--- src/slpc_pkg.sv ---
// package: constants, pattern codes and carrier structs of the status led controller
package slpc_pkg;

   // -----------------------------------------------------------------
   // sizes
   // -----------------------------------------------------------------
   localparam int NUM_CH    = 5;                 // traffic leds, one per bus channel
   localparam int RUN_STEPS = 2 + 2 * NUM_CH;    // colours visited by the running pattern
   localparam int STEP_W    = 4;                 // width of the running step index
   localparam int CNT_W     = 24;                // width of every timing counter

   // -----------------------------------------------------------------
   // timing: times in ms, counts derived from the 20 MHz clock
   // -----------------------------------------------------------------
   localparam int CLK_HZ       = 20_000_000;     // mclk rate
   localparam int CYC_PER_MS   = CLK_HZ / 1000;  // cycles in one millisecond
   localparam int FLASH_MS     = 20;             // one flash pulse
   localparam int SLOW_HALF_MS = 500;            // half period of slow blink / waver
   localparam int FAST_HALF_MS = 125;            // half period of fast blink / waver
   localparam int RUN_STEP_MS  = 150;            // dwell of each running step
   localparam int FLASH_CYC    = FLASH_MS * CYC_PER_MS;
   localparam int SLOW_CYC     = SLOW_HALF_MS * CYC_PER_MS;
   localparam int FAST_CYC     = FAST_HALF_MS * CYC_PER_MS;
   localparam int RUN_CYC      = RUN_STEP_MS * CYC_PER_MS;

   // -----------------------------------------------------------------
   // pattern codes and carriers
   // -----------------------------------------------------------------
   typedef enum logic [2:0] {
      PAT_OFF, PAT_FLASH, PAT_SLOW_BLINK, PAT_FAST_BLINK,
      PAT_ON, PAT_SLOW_WAVER, PAT_FAST_WAVER, PAT_RUNNING
   } slpc_pat_t;

   // device mode and status conditions, levels
   typedef struct packed {
      logic iface_mode;        // 1 interface mode, 0 logger mode
      logic usb_configured;    // host has configured the usb device
      logic fw_cfg_err;        // firmware configuration error
      logic supply_low;        // low supply detected
      logic fw_update;         // firmware update in progress
      logic tool_link;         // configuration software talking to device
      logic disk_busy;         // disk activity under configuration software
      logic log_fw_hw_err;     // logger firmware or hardware error
      logic log_batt_fault;    // logger battery fault
      logic log_disk_err;      // disk full or disk error
      logic log_cfg_bad;       // configuration missing or corrupt
      logic script_load_fail;  // configured script failed to load and start
      logic log_active;        // logging active
      logic log_trig_stop;     // logging stopped by a trigger
   } slpc_mode_t;

   // per channel bus events (pulses) and states (levels)
   typedef struct packed {
      logic [NUM_CH-1:0] frame_evt;      // frame received or sent, pulse
      logic [NUM_CH-1:0] err_frame_evt;  // error frame received, pulse
      logic [NUM_CH-1:0] err_passive;    // channel error passive, level
      logic [NUM_CH-1:0] overrun_evt;    // overrun, pulse
      logic [NUM_CH-1:0] bus_off;        // channel bus off, level
   } slpc_ch_evt_t;

   // led colour drive, active high
   typedef struct packed {
      logic              power_green;
      logic              power_yellow;
      logic [NUM_CH-1:0] traffic_yellow;
      logic [NUM_CH-1:0] traffic_red;
   } slpc_leds_t;

   // script override: per led enable plus the colours to show
   typedef struct packed {
      logic              power_en;
      logic [NUM_CH-1:0] traffic_en;
      slpc_leds_t        value;
   } slpc_script_t;

   localparam slpc_leds_t LEDS_RST = '0;         // all colours dark at reset

endpackage

--- src/slpc_status_led.sv ---
// module: status led pattern generator for power and per-channel traffic leds
`timescale 1ns/100ps
//
// Contract
// - one power led, one traffic led per channel
// - off darkens both colours, on holds colour
// - flash gives one short pulse per event
// - slow blink: equal on and off phases
// - fast blink: equal phases, faster than slow
// - waver alternates two colours at blink rates
// - running lights one colour at a time
// - interface mode normal: power steady green
// - unconfigured usb: power slow yellow, traffic off
// - config error: slow waver on all leds; low power: power slow waver, traffic slow yellow
// - low supply raises the power problem indication in interface mode only
// - traffic: idle off, yellow frame, red error
// - error passive channel fast blinks red
// - overrun latches red until bus off
// - firmware update: all traffic fast blink yellow
// - configuration software link shows running pattern
// - disk activity: power green, traffic fast yellow
// - logger faults: common traffic pattern per fault
// - logger power green: armed, active, stopped
// - logger traffic shows bus status as interface
// - running script may override any led
// - script load failure shows configuration fault
module slpc_status_led #(
   parameter int FLASH_CYC = slpc_pkg::FLASH_CYC,  // flash length in cycles
   parameter int SLOW_CYC  = slpc_pkg::SLOW_CYC,   // slow half period in cycles
   parameter int FAST_CYC  = slpc_pkg::FAST_CYC,   // fast half period, below slow
   parameter int RUN_CYC   = slpc_pkg::RUN_CYC     // running step in cycles
) (
   input  wire logic                  mclk,
   input  wire logic                  rst_n,
   input  wire slpc_pkg::slpc_mode_t   mode,
   input  wire slpc_pkg::slpc_ch_evt_t ch_evt,
   input  wire slpc_pkg::slpc_script_t script,
   output      slpc_pkg::slpc_leds_t   leds
);

   // -----------------------------------------------------------------
   // helpers
   // -----------------------------------------------------------------

   // colour pair for one dual led: bit0 first colour, bit1 second colour
   function automatic logic [1:0] slpc_dual(
      input slpc_pkg::slpc_pat_t pat,
      input logic                swap,
      input logic                slow,
      input logic                fast,
      input logic                flash
   );
      logic [1:0] r;
      r = 2'h0;
      case (pat)
         slpc_pkg::PAT_OFF:        r = 2'h0;
         slpc_pkg::PAT_ON:         r = 2'h1;
         slpc_pkg::PAT_FLASH:      r = {1'b0, flash};
         slpc_pkg::PAT_SLOW_BLINK: r = {1'b0, slow};
         slpc_pkg::PAT_FAST_BLINK: r = {1'b0, fast};
         slpc_pkg::PAT_SLOW_WAVER: r = slow ? 2'h1 : 2'h2;
         slpc_pkg::PAT_FAST_WAVER: r = fast ? 2'h1 : 2'h2;
         default:                  r = 2'h0;
      endcase
      return swap ? {r[0], r[1]} : r;
   endfunction

   // -----------------------------------------------------------------
   // rate timers
   // -----------------------------------------------------------------
   logic [slpc_pkg::CNT_W-1:0]  slow_cnt;       // slow half period counter
   logic [slpc_pkg::CNT_W-1:0]  fast_cnt;       // fast half period counter
   logic [slpc_pkg::CNT_W-1:0]  run_cnt;        // running dwell counter
   logic                        slow_ph;        // slow phase, on half when high
   logic                        fast_ph;        // fast phase, on half when high
   logic [slpc_pkg::STEP_W-1:0] run_step;       // running step index
   logic [slpc_pkg::CNT_W-1:0]  next_slow_cnt;
   logic [slpc_pkg::CNT_W-1:0]  next_fast_cnt;
   logic [slpc_pkg::CNT_W-1:0]  next_run_cnt;
   logic                        next_slow_ph;
   logic                        next_fast_ph;
   logic [slpc_pkg::STEP_W-1:0] next_run_step;

   // free running counters; each phase toggles after a full half period,
   // so on and off halves are equal by construction
   always_comb begin
      next_slow_cnt = slow_cnt + 1'b1;
      next_slow_ph  = slow_ph;
      next_fast_cnt = fast_cnt + 1'b1;
      next_fast_ph  = fast_ph;
      next_run_cnt  = run_cnt + 1'b1;
      next_run_step = run_step;
      // slow half period ends
      if (slow_cnt == slpc_pkg::CNT_W'(SLOW_CYC - 1)) begin
         next_slow_cnt = '0;
         next_slow_ph  = ~slow_ph;
      end
      // fast half period ends
      if (fast_cnt == slpc_pkg::CNT_W'(FAST_CYC - 1)) begin
         next_fast_cnt = '0;
         next_fast_ph  = ~fast_ph;
      end
      // running dwell ends, step wraps after the last traffic red
      if (run_cnt == slpc_pkg::CNT_W'(RUN_CYC - 1)) begin
         next_run_cnt = '0;
         if (run_step == slpc_pkg::STEP_W'(slpc_pkg::RUN_STEPS - 1)) begin
            next_run_step = '0;
         end else begin
            next_run_step = run_step + 1'b1;
         end
      end
   end

   // timer registers
   always_ff @(posedge mclk or negedge rst_n) begin
      if (!rst_n) begin
         slow_cnt <= '0;
         fast_cnt <= '0;
         run_cnt  <= '0;
         slow_ph  <= 1'b1;
         fast_ph  <= 1'b1;
         run_step <= '0;
      end else begin
         slow_cnt <= next_slow_cnt;
         fast_cnt <= next_fast_cnt;
         run_cnt  <= next_run_cnt;
         slow_ph  <= next_slow_ph;
         fast_ph  <= next_fast_ph;
         run_step <= next_run_step;
      end
   end

   // -----------------------------------------------------------------
   // per channel bus status
   // -----------------------------------------------------------------
   slpc_pkg::slpc_pat_t      ch_pat  [slpc_pkg::NUM_CH];  // pattern of each channel
   logic [slpc_pkg::NUM_CH-1:0] ch_red;                  // channel pattern uses red
   logic [slpc_pkg::NUM_CH-1:0] ch_flash;                // flash pulse running

   for (genvar c = 0; c < slpc_pkg::NUM_CH; c++) begin : g_ch
      logic [slpc_pkg::CNT_W-1:0] flash_cnt;        // remaining flash cycles
      logic                       flash_red;        // flash colour is red
      logic                       ovr_latch;        // overrun held red
      logic [slpc_pkg::CNT_W-1:0] next_flash_cnt;
      logic                       next_flash_red;
      logic                       next_ovr_latch;

      // a new event restarts the flash; error frames flash red
      always_comb begin
         next_flash_cnt = flash_cnt;
         next_flash_red = flash_red;
         next_ovr_latch = ovr_latch;
         if (ch_evt.err_frame_evt[c]) begin
            next_flash_cnt = slpc_pkg::CNT_W'(FLASH_CYC);
            next_flash_red = 1'b1;
         end else if (ch_evt.frame_evt[c]) begin
            next_flash_cnt = slpc_pkg::CNT_W'(FLASH_CYC);
            next_flash_red = 1'b0;
         end else if (flash_cnt != '0) begin
            next_flash_cnt = flash_cnt - 1'b1;
         end
         // overrun sets, bus off clears; the set wins on a tie
         if (ch_evt.overrun_evt[c]) begin
            next_ovr_latch = 1'b1;
         end else if (ch_evt.bus_off[c]) begin
            next_ovr_latch = 1'b0;
         end
      end

      // channel registers
      always_ff @(posedge mclk or negedge rst_n) begin
         if (!rst_n) begin
            flash_cnt <= '0;
            flash_red <= 1'b0;
            ovr_latch <= 1'b0;
         end else begin
            flash_cnt <= next_flash_cnt;
            flash_red <= next_flash_red;
            ovr_latch <= next_ovr_latch;
         end
      end

      // status priority: overrun, error passive, flash, idle
      always_comb begin
         ch_flash[c] = (flash_cnt != '0);
         ch_red[c]   = 1'b1;
         if (ovr_latch) begin
            ch_pat[c] = slpc_pkg::PAT_ON;
         end else if (ch_evt.err_passive[c]) begin
            ch_pat[c] = slpc_pkg::PAT_FAST_BLINK;
         end else if (flash_cnt != '0) begin
            ch_pat[c] = slpc_pkg::PAT_FLASH;
            ch_red[c] = flash_red;
         end else begin
            ch_pat[c] = slpc_pkg::PAT_OFF;
            ch_red[c] = 1'b0;
         end
      end
   end

   // -----------------------------------------------------------------
   // mode selection
   // -----------------------------------------------------------------
   slpc_pkg::slpc_pat_t power_pat;     // power led pattern
   logic                power_swap;    // power pattern starts with yellow
   slpc_pkg::slpc_pat_t all_pat;       // common traffic pattern
   logic                all_red;       // common traffic pattern starts with red
   logic                all_use;       // common pattern replaces bus status

   // device wide indication, highest priority first
   always_comb begin
      power_pat  = slpc_pkg::PAT_ON;
      power_swap = 1'b0;
      all_pat    = slpc_pkg::PAT_OFF;
      all_red    = 1'b0;
      all_use    = 1'b0;
      if (mode.tool_link) begin
         power_pat = slpc_pkg::PAT_RUNNING;
         all_pat   = slpc_pkg::PAT_RUNNING;
         all_use   = 1'b1;
      end else if (mode.disk_busy) begin
         all_pat = slpc_pkg::PAT_FAST_BLINK;
         all_use = 1'b1;
      end else if (mode.iface_mode) begin
         if (!mode.usb_configured) begin
            power_pat  = slpc_pkg::PAT_SLOW_BLINK;
            power_swap = 1'b1;
            all_use    = 1'b1;
         end else if (mode.fw_cfg_err) begin
            power_pat = slpc_pkg::PAT_SLOW_WAVER;
            all_pat   = slpc_pkg::PAT_SLOW_WAVER;
            all_use   = 1'b1;
         end else if (mode.supply_low) begin
            power_pat = slpc_pkg::PAT_SLOW_WAVER;
            all_pat   = slpc_pkg::PAT_SLOW_BLINK;
            all_use   = 1'b1;
         end else if (mode.fw_update) begin
            all_pat = slpc_pkg::PAT_FAST_BLINK;
            all_use = 1'b1;
         end
         // otherwise power stays steady green
      end else if (mode.log_fw_hw_err) begin
         power_pat = slpc_pkg::PAT_FAST_WAVER;
         all_pat   = slpc_pkg::PAT_FAST_WAVER;
         all_use   = 1'b1;
      end else if (mode.log_batt_fault) begin
         power_pat = slpc_pkg::PAT_FAST_WAVER;
         all_pat   = slpc_pkg::PAT_SLOW_WAVER;
         all_use   = 1'b1;
      end else if (mode.log_disk_err) begin
         power_swap = 1'b1;
         all_pat    = slpc_pkg::PAT_SLOW_BLINK;
         all_red    = 1'b1;
         all_use    = 1'b1;
      end else if (mode.log_cfg_bad || mode.script_load_fail) begin
         power_swap = 1'b1;
         all_pat    = slpc_pkg::PAT_FAST_BLINK;
         all_red    = 1'b1;
         all_use    = 1'b1;
      end else if (mode.log_active) begin
         power_pat = slpc_pkg::PAT_FAST_BLINK;
      end else if (mode.log_trig_stop) begin
         power_pat = slpc_pkg::PAT_SLOW_BLINK;
      end
      // logger armed keeps power green on, traffic shows bus
   end

   // -----------------------------------------------------------------
   // output composition
   // -----------------------------------------------------------------
   slpc_pkg::slpc_leds_t next_leds;  // colour drive for the next cycle

   // resolve patterns to colours, then apply script overrides
   always_comb begin
      logic [1:0] pair;
      pair      = 2'h0;
      next_leds = slpc_pkg::LEDS_RST;
      // power led, green first unless swapped to yellow
      if (power_pat == slpc_pkg::PAT_RUNNING) begin
         next_leds.power_green  = (run_step == slpc_pkg::STEP_W'(0));
         next_leds.power_yellow = (run_step == slpc_pkg::STEP_W'(1));
      end else begin
         pair = slpc_dual(power_pat, power_swap, slow_ph, fast_ph, 1'b0);
         next_leds.power_green  = pair[0];
         next_leds.power_yellow = pair[1];
      end
      // traffic leds, yellow first unless the pattern starts red
      for (int c = 0; c < slpc_pkg::NUM_CH; c++) begin
         if (all_use && all_pat == slpc_pkg::PAT_RUNNING) begin
            pair = {run_step == slpc_pkg::STEP_W'(3 + 2 * c),
                    run_step == slpc_pkg::STEP_W'(2 + 2 * c)};
         end else if (all_use) begin
            pair = slpc_dual(all_pat, all_red, slow_ph, fast_ph, 1'b0);
         end else begin
            pair = slpc_dual(ch_pat[c], ch_red[c], slow_ph, fast_ph,
                             ch_flash[c]);
         end
         next_leds.traffic_yellow[c] = pair[0];
         next_leds.traffic_red[c]    = pair[1];
         if (script.traffic_en[c]) begin
            next_leds.traffic_yellow[c] = script.value.traffic_yellow[c];
            next_leds.traffic_red[c]    = script.value.traffic_red[c];
         end
      end
      if (script.power_en) begin
         next_leds.power_green  = script.value.power_green;
         next_leds.power_yellow = script.value.power_yellow;
      end
   end

   // led drive register
   always_ff @(posedge mclk or negedge rst_n) begin
      if (!rst_n) begin
         leds <= slpc_pkg::LEDS_RST;
      end else begin
         leds <= next_leds;
      end
   end

endmodule

--- config.mk ---
export PLATFORM = sky130hd
export DESIGN_NAME = slpc_status_led
export DESIGN_NICKNAME = d
export VERILOG_FILES = /design/src/slpc_pkg.sv /design/src/slpc_status_led.sv
export SDC_FILE = /design/constraint.sdc
export NUM_CORES = 1
export LEC_CHECK = 0
export ABC_AREA = 1
export CORE_MARGIN = 4
export CORE_UTILIZATION = 35
export DETAILED_ROUTE_END_ITERATION = 12
export DONT_BUFFER_PORTS = 1
export GPL_ROUTABILITY_DRIVEN = 0
export PLACE_DENSITY = 0.51
export SYNTH_ARGS = -nofsm -noshare
export SYNTH_HDL_FRONTEND = slang
export SYNTH_SLANG_ARGS = --single-unit
--- constraint.sdc ---
create_clock -name mclk -period 2.2 [get_ports mclk]
set_clock_uncertainty 0.05 [all_clocks]
set_input_delay 0.22 -clock mclk [delete_from_list [all_inputs] [get_ports mclk]]
set_output_delay 0.22 -clock mclk [all_outputs]
set_load 0.005 [all_outputs]
* Yosys cells after proc, flatten, opt, wreduce, memory -nomap -nowiden
Index checks and enable logic that the tools add are counted.
** Cells by class
- Equality and inequality tests :: 56
- Bitwise operators :: 2
- Reduce and logical (&&, ||, !) cells :: 23
- Mux-type cells :: 150
- Add/sub/neg operators :: 9
** Operators by type and width (number)
- $mux 24 :: 18
- $reduce_bool 24->1 :: 5
- $sub 24x1->24 const B :: 5
- $add 24x1->24 const B :: 3
- $mux 1 :: 72
- $eq 3x3->1 const B :: 23
- $mux 3 :: 22
- $mux 2 :: 30
- $pmux 2 s6 :: 5
- $eq 24x22->1 const B :: 2
- $eq 3x2->1 const B :: 14
- $eq 24x24->1 const B :: 1
- $pmux 2 s5 :: 2
- $reduce_bool 2->1 :: 10
- $eq 4x3->1 const B :: 4
- $eq 4x4->1 const B :: 4
- $eq 3x1->1 const B :: 5
- $reduce_bool 3->1 :: 5
- $eq 4x2->1 const B :: 2
- $add 4x1->4 const B :: 1
- $eq 4x1->1 const B :: 1
- $logic_not 4->1 :: 1
- $mux 4 :: 1
- $not 1->1 :: 2
- 2 further kinds :: 2
** Word-level totals
- Flip-flop bits (word level) :: 220
- Word-level logic and storage cells :: 265
- Output and inout port bits :: 12
- Input port bits :: 59

* Logic depth before layout (Yosys ltp)
Gate-level depths: netlist of the first run.
- Depth in word-level cells :: 14
- Depth in mapped cells :: 15

* Least setup slack after synthesis of the first run
No wires, ideal clock.
- Path kind :: reg-to-reg
- Start point :: register g_ch[1].flash_cnt[0] (netlist name)
- End point :: register g_ch[1].flash_cnt[11] (netlist name)
- Path slack :: 312 ps
- Path buffers :: 0
- Cell stages (with the launch flop) :: 11
- Clock period less this slack :: 1888 ps
- Arrival time :: 1715 ps
- Path through :: dfrtp_1 > inv_1 > ha_1 > inv_1 > or2_2 > nor3_2 > nand3_2 > o21ai_2 > nor3_2 > a211oi_1 > inv_1
** Between the ends
- Cells in the longest elaborated chain, start to end :: 4
** RTL lines
- from (decl) :: RTL line slpc_status_led.sv:141 : logic [slpc_pkg::CNT_W-1:0] flash_cnt;
- from (signal assigned) :: RTL line slpc_status_led.sv:177 : flash_cnt <= next_flash_cnt;
- $sub 24x1->24 :: RTL line slpc_status_led.sv:160 : next_flash_cnt = flash_cnt - 1'b1;
- $mux 24 :: RTL line slpc_status_led.sv:159 : end else if (flash_cnt != '0) begin
- $mux 24 :: RTL line slpc_status_led.sv:156 : end else if (ch_evt.frame_evt[c]) begin
- $mux 24 :: RTL line slpc_status_led.sv:153 : if (ch_evt.err_frame_evt[c]) begin
Several ways; a longest one is shown, not always the timed one. The select of a mux whose other input is x is not followed.
A chain may end at the register's enable or synchronous reset.

==> results of run 1 <==
-- metal layers --
layer / wire (um) / track usage, %
met5: 7 / 0
met4: 764 / 3.712
met3: 1763 / 3.796
met2: 15580 / 28.05
met1: 16260 / 23.29
-- layout make-up --
class	count	area (um2)
clock inverters	8	98.84
clock buffers	44	852.1
repair buffers	67	618.1
well taps	468	585.6
fillers	3744	21530
flip-flops and latches	220	5508
inverters	266	998.5
multi-input cells	1203	6419
-- cell usage in the layout (no fill, tap or decap), drive strengths merged, types with 48 or more instances in the layout --
cell type,Yosys,routed
nor4,78,78
inv,262,263
dfrtp,218,218
nor2,268,268
o21ai,68,68
a21oi,84,84
nor3,75,75
nand4,48,48
xor2,54,54
nand2,307,307
nand3,96,96
-- power breakdown --
part	internal (mW)	switching, mW
clock network	2.88	1.79
logic	0.277	0.505
registers	4.13	0.0888
total	7.29	2.38
-- metrics by stage --
step                setup slack (ns)  util, %  cell area [um2]
floorplan                     0.3122        -            12970
global placement              0.1463    37.19            13610
detailed placement            0.1104    37.19            13610
CTS                           0.1040    41.04            15030
global route               -0.001453    41.19            15080
finish                        0.1548    41.19            15080
-- worst paths after layout --
check,from,to,slack [ns],cells past startpoint
setup / recovery,g_ch[2].flash_cnt[11],leds[7],0.15,10
hold / removal,rst_n,g_ch[1].flash_cnt[23],-0.68,0
setup reg to reg,g_ch[2].flash_cnt[11],leds[7],0.15,10
hold reg to reg,g_ch[2].flash_cnt[2],g_ch[2].flash_cnt[2],0.42,1
max in group asynchronous,rst_n,g_ch[4].flash_cnt[12],2.39,0
min in group mclk,script[17],leds[10],0.03,4
-- flip-flops by register name (all words and copies together), names as in the netlist --
signal / flops
run_cnt: 24
run_step: 4
g_ch.flash_red: 5
slow_ph: 1
fast_cnt: 24
g_ch.ovr_latch: 5
slow_cnt: 24
fast_ph: 1
leds: 12
g_ch.flash_cnt: 120
-- kinds of logic after synthesis --
logic type | after synthesis
buf+inv | 284
flops | 220
compound gates | 210
fa+ha+maj | 17
simple gates | 910
xor+xnor | 66
-- timing repair --
action	CTS	global route
setup endpoints to repair	0	21
buffers inserted	0	3
resized for setup	0	10
hold endpoints to repair	346	220
==> results.tsv, run 1 <==
stage	metric	value	unit
yosys	yosys.area.top_type_share	42.06	%
yosys	synth_cell_types	50	
critical_path	cpLargestDelayFamily	simple AND/OR/NAND/NOR gates	
die	dieArea	40200	um2
die	io_pins	71	
yosys	netlist_top_cells_area	dfrtp_1 (42%), nand2_1 (8.7%), inv_1 (7.2%)	
yosys	dominantRegCellSynth	dfrtp_1	
global_route	grt_usage	17.08	%
cts	clk_latency	0.55	ns
timing	min_period	2.045	ns
pwr	worst_ir_drop_vdd	0.5956	mV
pwr	power_leakage	6.844	nW
layout	final_nets	1862	
die	start_util	35.43	%
drt	viasPerCell	4.983	
timing	max_slew_margin	52.80	%
cts	root_buffer	clkbuf_16	
timing	min_period_over_period	92.96	%
yosys	yosys.area_share.xor_xnor	4.456	%
critical_path	cp-end-kind	flop	
critical_path	path_class	flop to flop	
drt	drtIter0Drc	709	
timing	setup_viol	0	
cts	cts_tree	yes	
global_route	grt_overflow	0	
pwr	power	9.675	mW
critical_path	critPathSlowestCell	dfrtp_1	
yosys	seq_area_frac_synth	42.46	%
yosys	yosysMostFrequentCell	nand2_1	
yosys	synth.mux.area_fraction	0	%
drt	ant_nets	0	
cts	cts_hold_buf	46	
cts	cts_made_buffers	28	
layout	area_growth_syn_to_layout	16.25	%
place	placedCellCount	2175	
timing	hold_violations	220	
cts	htreeDepth	1	
yosys	synth_compound_area_share	9.386	%
drt	via_count	11341	
min_path	hold_class	primary input to async pin	
timing	max_freq	0.4889	GHz
yosys	synth_common_cells	nand2_1 (301), inv_1 (250), nor2_1 (231)	
layout	n_antenna_cell	0	
pwr	power.density	641.6	nW/um2
yosys	synth_fp_nets	1783	
die	core_area	36610	um2
cts	cts.sinks	220	
yosys	synth_edf_count	0	
place	hpwl	25210	um
timing	hold_ws	-0.6781	ns
cts	cts_buffer_depth	3	
layout	drive_gt1_share	9.458	%
run_status	violations	hold timing	
critical_path	crit_fanout	4	
global_route	grt_pass1_vias	11299	
critical_path	critPathBufInv	1	
global_route	antenna_found_initial	1	
critical_path	startpoint_type	flop	
layout	stdcell_count	2276	
yosys	syn-instance-count	1707	
place	port_buffers	0	
run	max_cap_viol_count	0	
drt	wire_per_inst	15.10	um
yosys	ys_ff_latch	220	
timing	slew_viol_final	0	
yosys	async_reset_ff_share	100.0	%
timing	tightest_slew	0.7057	ns
global_route	grt_pass1_wl	58220	um
drt	drc	0	
critical_path	max_stage_delay	0.40	ns
yosys	avgSynthCellArea	7.599	um2
yosys	synth.cell_area	12970	um2
critical_path	arrival	2.43	ns
drt	first_pass_iters	5	
run_status	status	complete, but fails checks	
yosys	synth_top_family_by_area	simple AND/OR/NAND/NOR gates	
global_route	grt_max_degree	221	
yosys	yosysWarnings	0	
drt	drt-total-wl	34370	um
die	die_h	200.5	um
yosys	yosysTopAreaCell	dfrtp_1	
yosys	yosys.area_share.simple	33.76	%
critical_path	worstPathRequired	2.59	ns
timing	setup_tns	0	ns
yosys	synth_fa_ha_area_share	1.640	%
cts	clkSlewWorstSetupHoldPaths	0.06	ns
die	die_w	200.5	um
critical_path	crit_path_cell_trace	nor2_1, nand2_1, nor2_2, nand4_2, a21oi_1, o21ai_1, nand3b_1, nand3b_1, o21ai_1, inv_1	
die	num_rows	70	
(Power assumes the default switching activity.)
==> run 2, diff against run 1 <==
--- a/config.mk
+++ b/config.mk
@@ -6,7 +6,7 @@
 export NUM_CORES = 1
 export LEC_CHECK = 0
 export ABC_AREA = 1
-export CORE_MARGIN = 4
+export CORE_MARGIN = 1
 export CORE_UTILIZATION = 35
 export DETAILED_ROUTE_END_ITERATION = 12
 export DONT_BUFFER_PORTS = 1
==> run 2 against run 1 <==
Effect of this change: the flow still finishes with violations (hold timing); via count up 0.35%; cell area about the same; core utilization up 0.11 points; power down 0.42%; combinational power about the same; worst setup slack better by 0.021 ns; sequential power about the same; critical endpoint is now g_ch[1].flash_cnt[11].
==> results.tsv, run 2 (synthesized netlist as in run 1, its figures left out) <==
stage	metric	value	unit	change
layout	final_nets	1863		was 1,862
timing	min_period	2.024	ns	was 2.045 ns
cts	htreeDepth	1		unchanged
global_route	grt_pass1_wl	56050	um	was 58,220 um
global_route	grt_pass1_vias	11141		was 11,299
global_route	grt_usage	18.00	%	was 17.08%
timing	hold_ws	-0.6857	ns	was -0.6781 ns
drt	drtIter0Drc	655		was 709
drt	drt-total-wl	33670	um	was 34,370 um
place	port_buffers	0		unchanged
pwr	worst_ir_drop_vdd	0.5622	mV	was 0.5956 mV
cts	clk_latency	0.55	ns	about the same
critical_path	r2r-end	g_ch[1].flash_cnt[11]		was leds[7]
timing	fin_ws	0.1757	ns	was 0.1548 ns
drt	viasPerCell	5.000		was 4.983
die	die_w	194.5	um	was 200.5 um
cts	cts_made_buffers	28		unchanged
timing	rsz0062_at_grt	false		
layout	largest_reg_flops	120		unchanged
cts	cts.sinks	220		unchanged
drt	ant_nets	0		unchanged
global_route	antenna_found_initial	1		unchanged
timing	min_period_over_period	92.01	%	was 92.96%
critical_path	cp-end-kind	flop		unchanged
pwr	power.density	638.7	nW/um2	was 641.6 nW/um2
layout	final_cell_mix	nand2_1 (301), inv_1 (247), nor2_1 (230)		was nand2_1 (301), inv_1 (247), nor2_1 (229)
cts	cts_buffer_depth	3		unchanged
die	start_util	35.52	%	was 35.43%
timing	max_freq	0.4940	GHz	was 0.4889 GHz
min_path	hold_class	primary input to async pin		unchanged
layout	n_antenna_cell	0		unchanged
layout	area_growth_syn_to_layout	16.29	%	was 16.25%
run_status	violations	hold timing		unchanged
die	die_h	194.5	um	was 200.5 um
layout	drive_gt1_share	9.569	%	was 9.458%
layout	regMostFlops	g_ch.flash_cnt		unchanged
critical_path	startpoint_type	flop		unchanged
critical_path	arrival	2.42	ns	was 2.43 ns
drt	drc	0		unchanged
run_status	status	complete, but fails checks		unchanged
timing	setup_tns	0	ns	unchanged
die	num_rows	70		unchanged
critical_path	r2r-start	g_ch[1].flash_cnt[0]		was g_ch[2].flash_cnt[11]
timing	tightest_slew	0.6048	ns	was 0.7057 ns
pwr	power_leakage	6.847	nW	was 6.844 nW
timing	hold_violations	220		unchanged
critical_path	path_class	flop to flop		unchanged
layout	final_common_cell	nand2_1		unchanged
timing	max_slew_margin	59.54	%	was 52.80%
die	io_pins	71		unchanged
timing	setup_viol	0		unchanged
run	max_cap_viol_count	0		unchanged
drt	first_pass_iters	4		was 5
die	core_area	36520	um2	was 36,610 um2
critical_path	crit_fanout	7		was 4
critical_path	reg2reg_depth	10		unchanged
cts	clkSlewWorstSetupHoldPaths	0.06	ns	about the same
cts	root_buffer	clkbuf_16		unchanged
place	post-place-ws	0.07823	ns	was 0.1104 ns
critical_path	worstPathRequired	2.60	ns	was 2.59 ns
drt	wire_per_inst	14.79	um	was 15.10 um
timing	slew_viol_final	0		unchanged
layout	finish.utilization	41.30	%	was 41.19%
cts	cts_hold_buf	45		was 46
drt	via_count	11381		was 11,341
die	dieArea	37830	um2	was 40,200 um2
global_route	grt_max_degree	221		unchanged
critical_path	ff2ff_setup_slack	0.18	ns	was 0.15 ns
cts	cts_tree	yes		unchanged
place	hpwl	24840	um	was 25,210 um
global_route	grt_overflow	0		unchanged
## run 2: through the flow
stage               cells  instance area (um2)  power (mW)
finish               2276                15080       9.635
CTS                  2273                15020       9.782
detailed placement   2177                13630       4.953
floorplan            1707                12970       4.783
global placement     2177                13630       4.961
global route         2276                15080       10.05
## run 2: worst max path at each step
stage,start,endpoint
2_1_floorplan,g_ch[1].flash_cnt[0],g_ch[1].flash_cnt[11]
3_3_place_gp,g_ch[1].flash_cnt[0],g_ch[1].flash_cnt[11]
3_5_place_dp,g_ch[1].flash_cnt[0],g_ch[1].flash_cnt[11]
4_1_cts,g_ch[1].flash_cnt[0],g_ch[1].flash_cnt[11]
5_1_grt,g_ch[1].flash_cnt[1],g_ch[1].flash_cnt[17]
6_report,g_ch[1].flash_cnt[0],g_ch[1].flash_cnt[11]
## run 2: repair_timing
action,CTS,global route
endpoints found under the hold margin,350,220
gates resized for setup,0,11
buffers inserted,0,3
setup endpoints to repair,0,17
## run 2: per-layer routing
metal	share of wire (%)	up-vias	global-route usage, %
met5	0.039	-	0.1277
met4	3.2	2	6.261
met3	5.4	57	4.130
met2	45	199	28.49
met1	47	5307	24.05
li1	-	5816	-
## run 2: cell type report
cell class	instances	area, um2
sequential	220	5508
inverter	266	998.5
fill	3737	21440
tap	468	585.6
multi-input combinational	1203	6430
timing repair buffer	68	625.6
clock inverter	10	106.4
clock buffer	41	830.8
## run 2: critical path, cell delays in order (launching register included)
cell and delay [ns]:
dfrtp_1 0.40, inv_2 0.09, ha_1 0.15, inv_1 0.05, or2_2 0.29, nor3_4 0.16, nand3_4 0.15, o21ai_4 0.25
nor3_2 0.07, a211oi_1 0.20, inv_1 0.06
## run 2: power by group
part / leakage [nW] / switching (mW) / total (mW) / internal (mW)
Combinational: 3.59 / 0.502 / 0.785 / 0.283
Clock: 0.464 / 1.79 / 4.63 / 2.83
Sequential: 2.79 / 0.0894 / 4.22 / 4.13
Total: 6.85 / 2.38 / 9.63 / 7.25
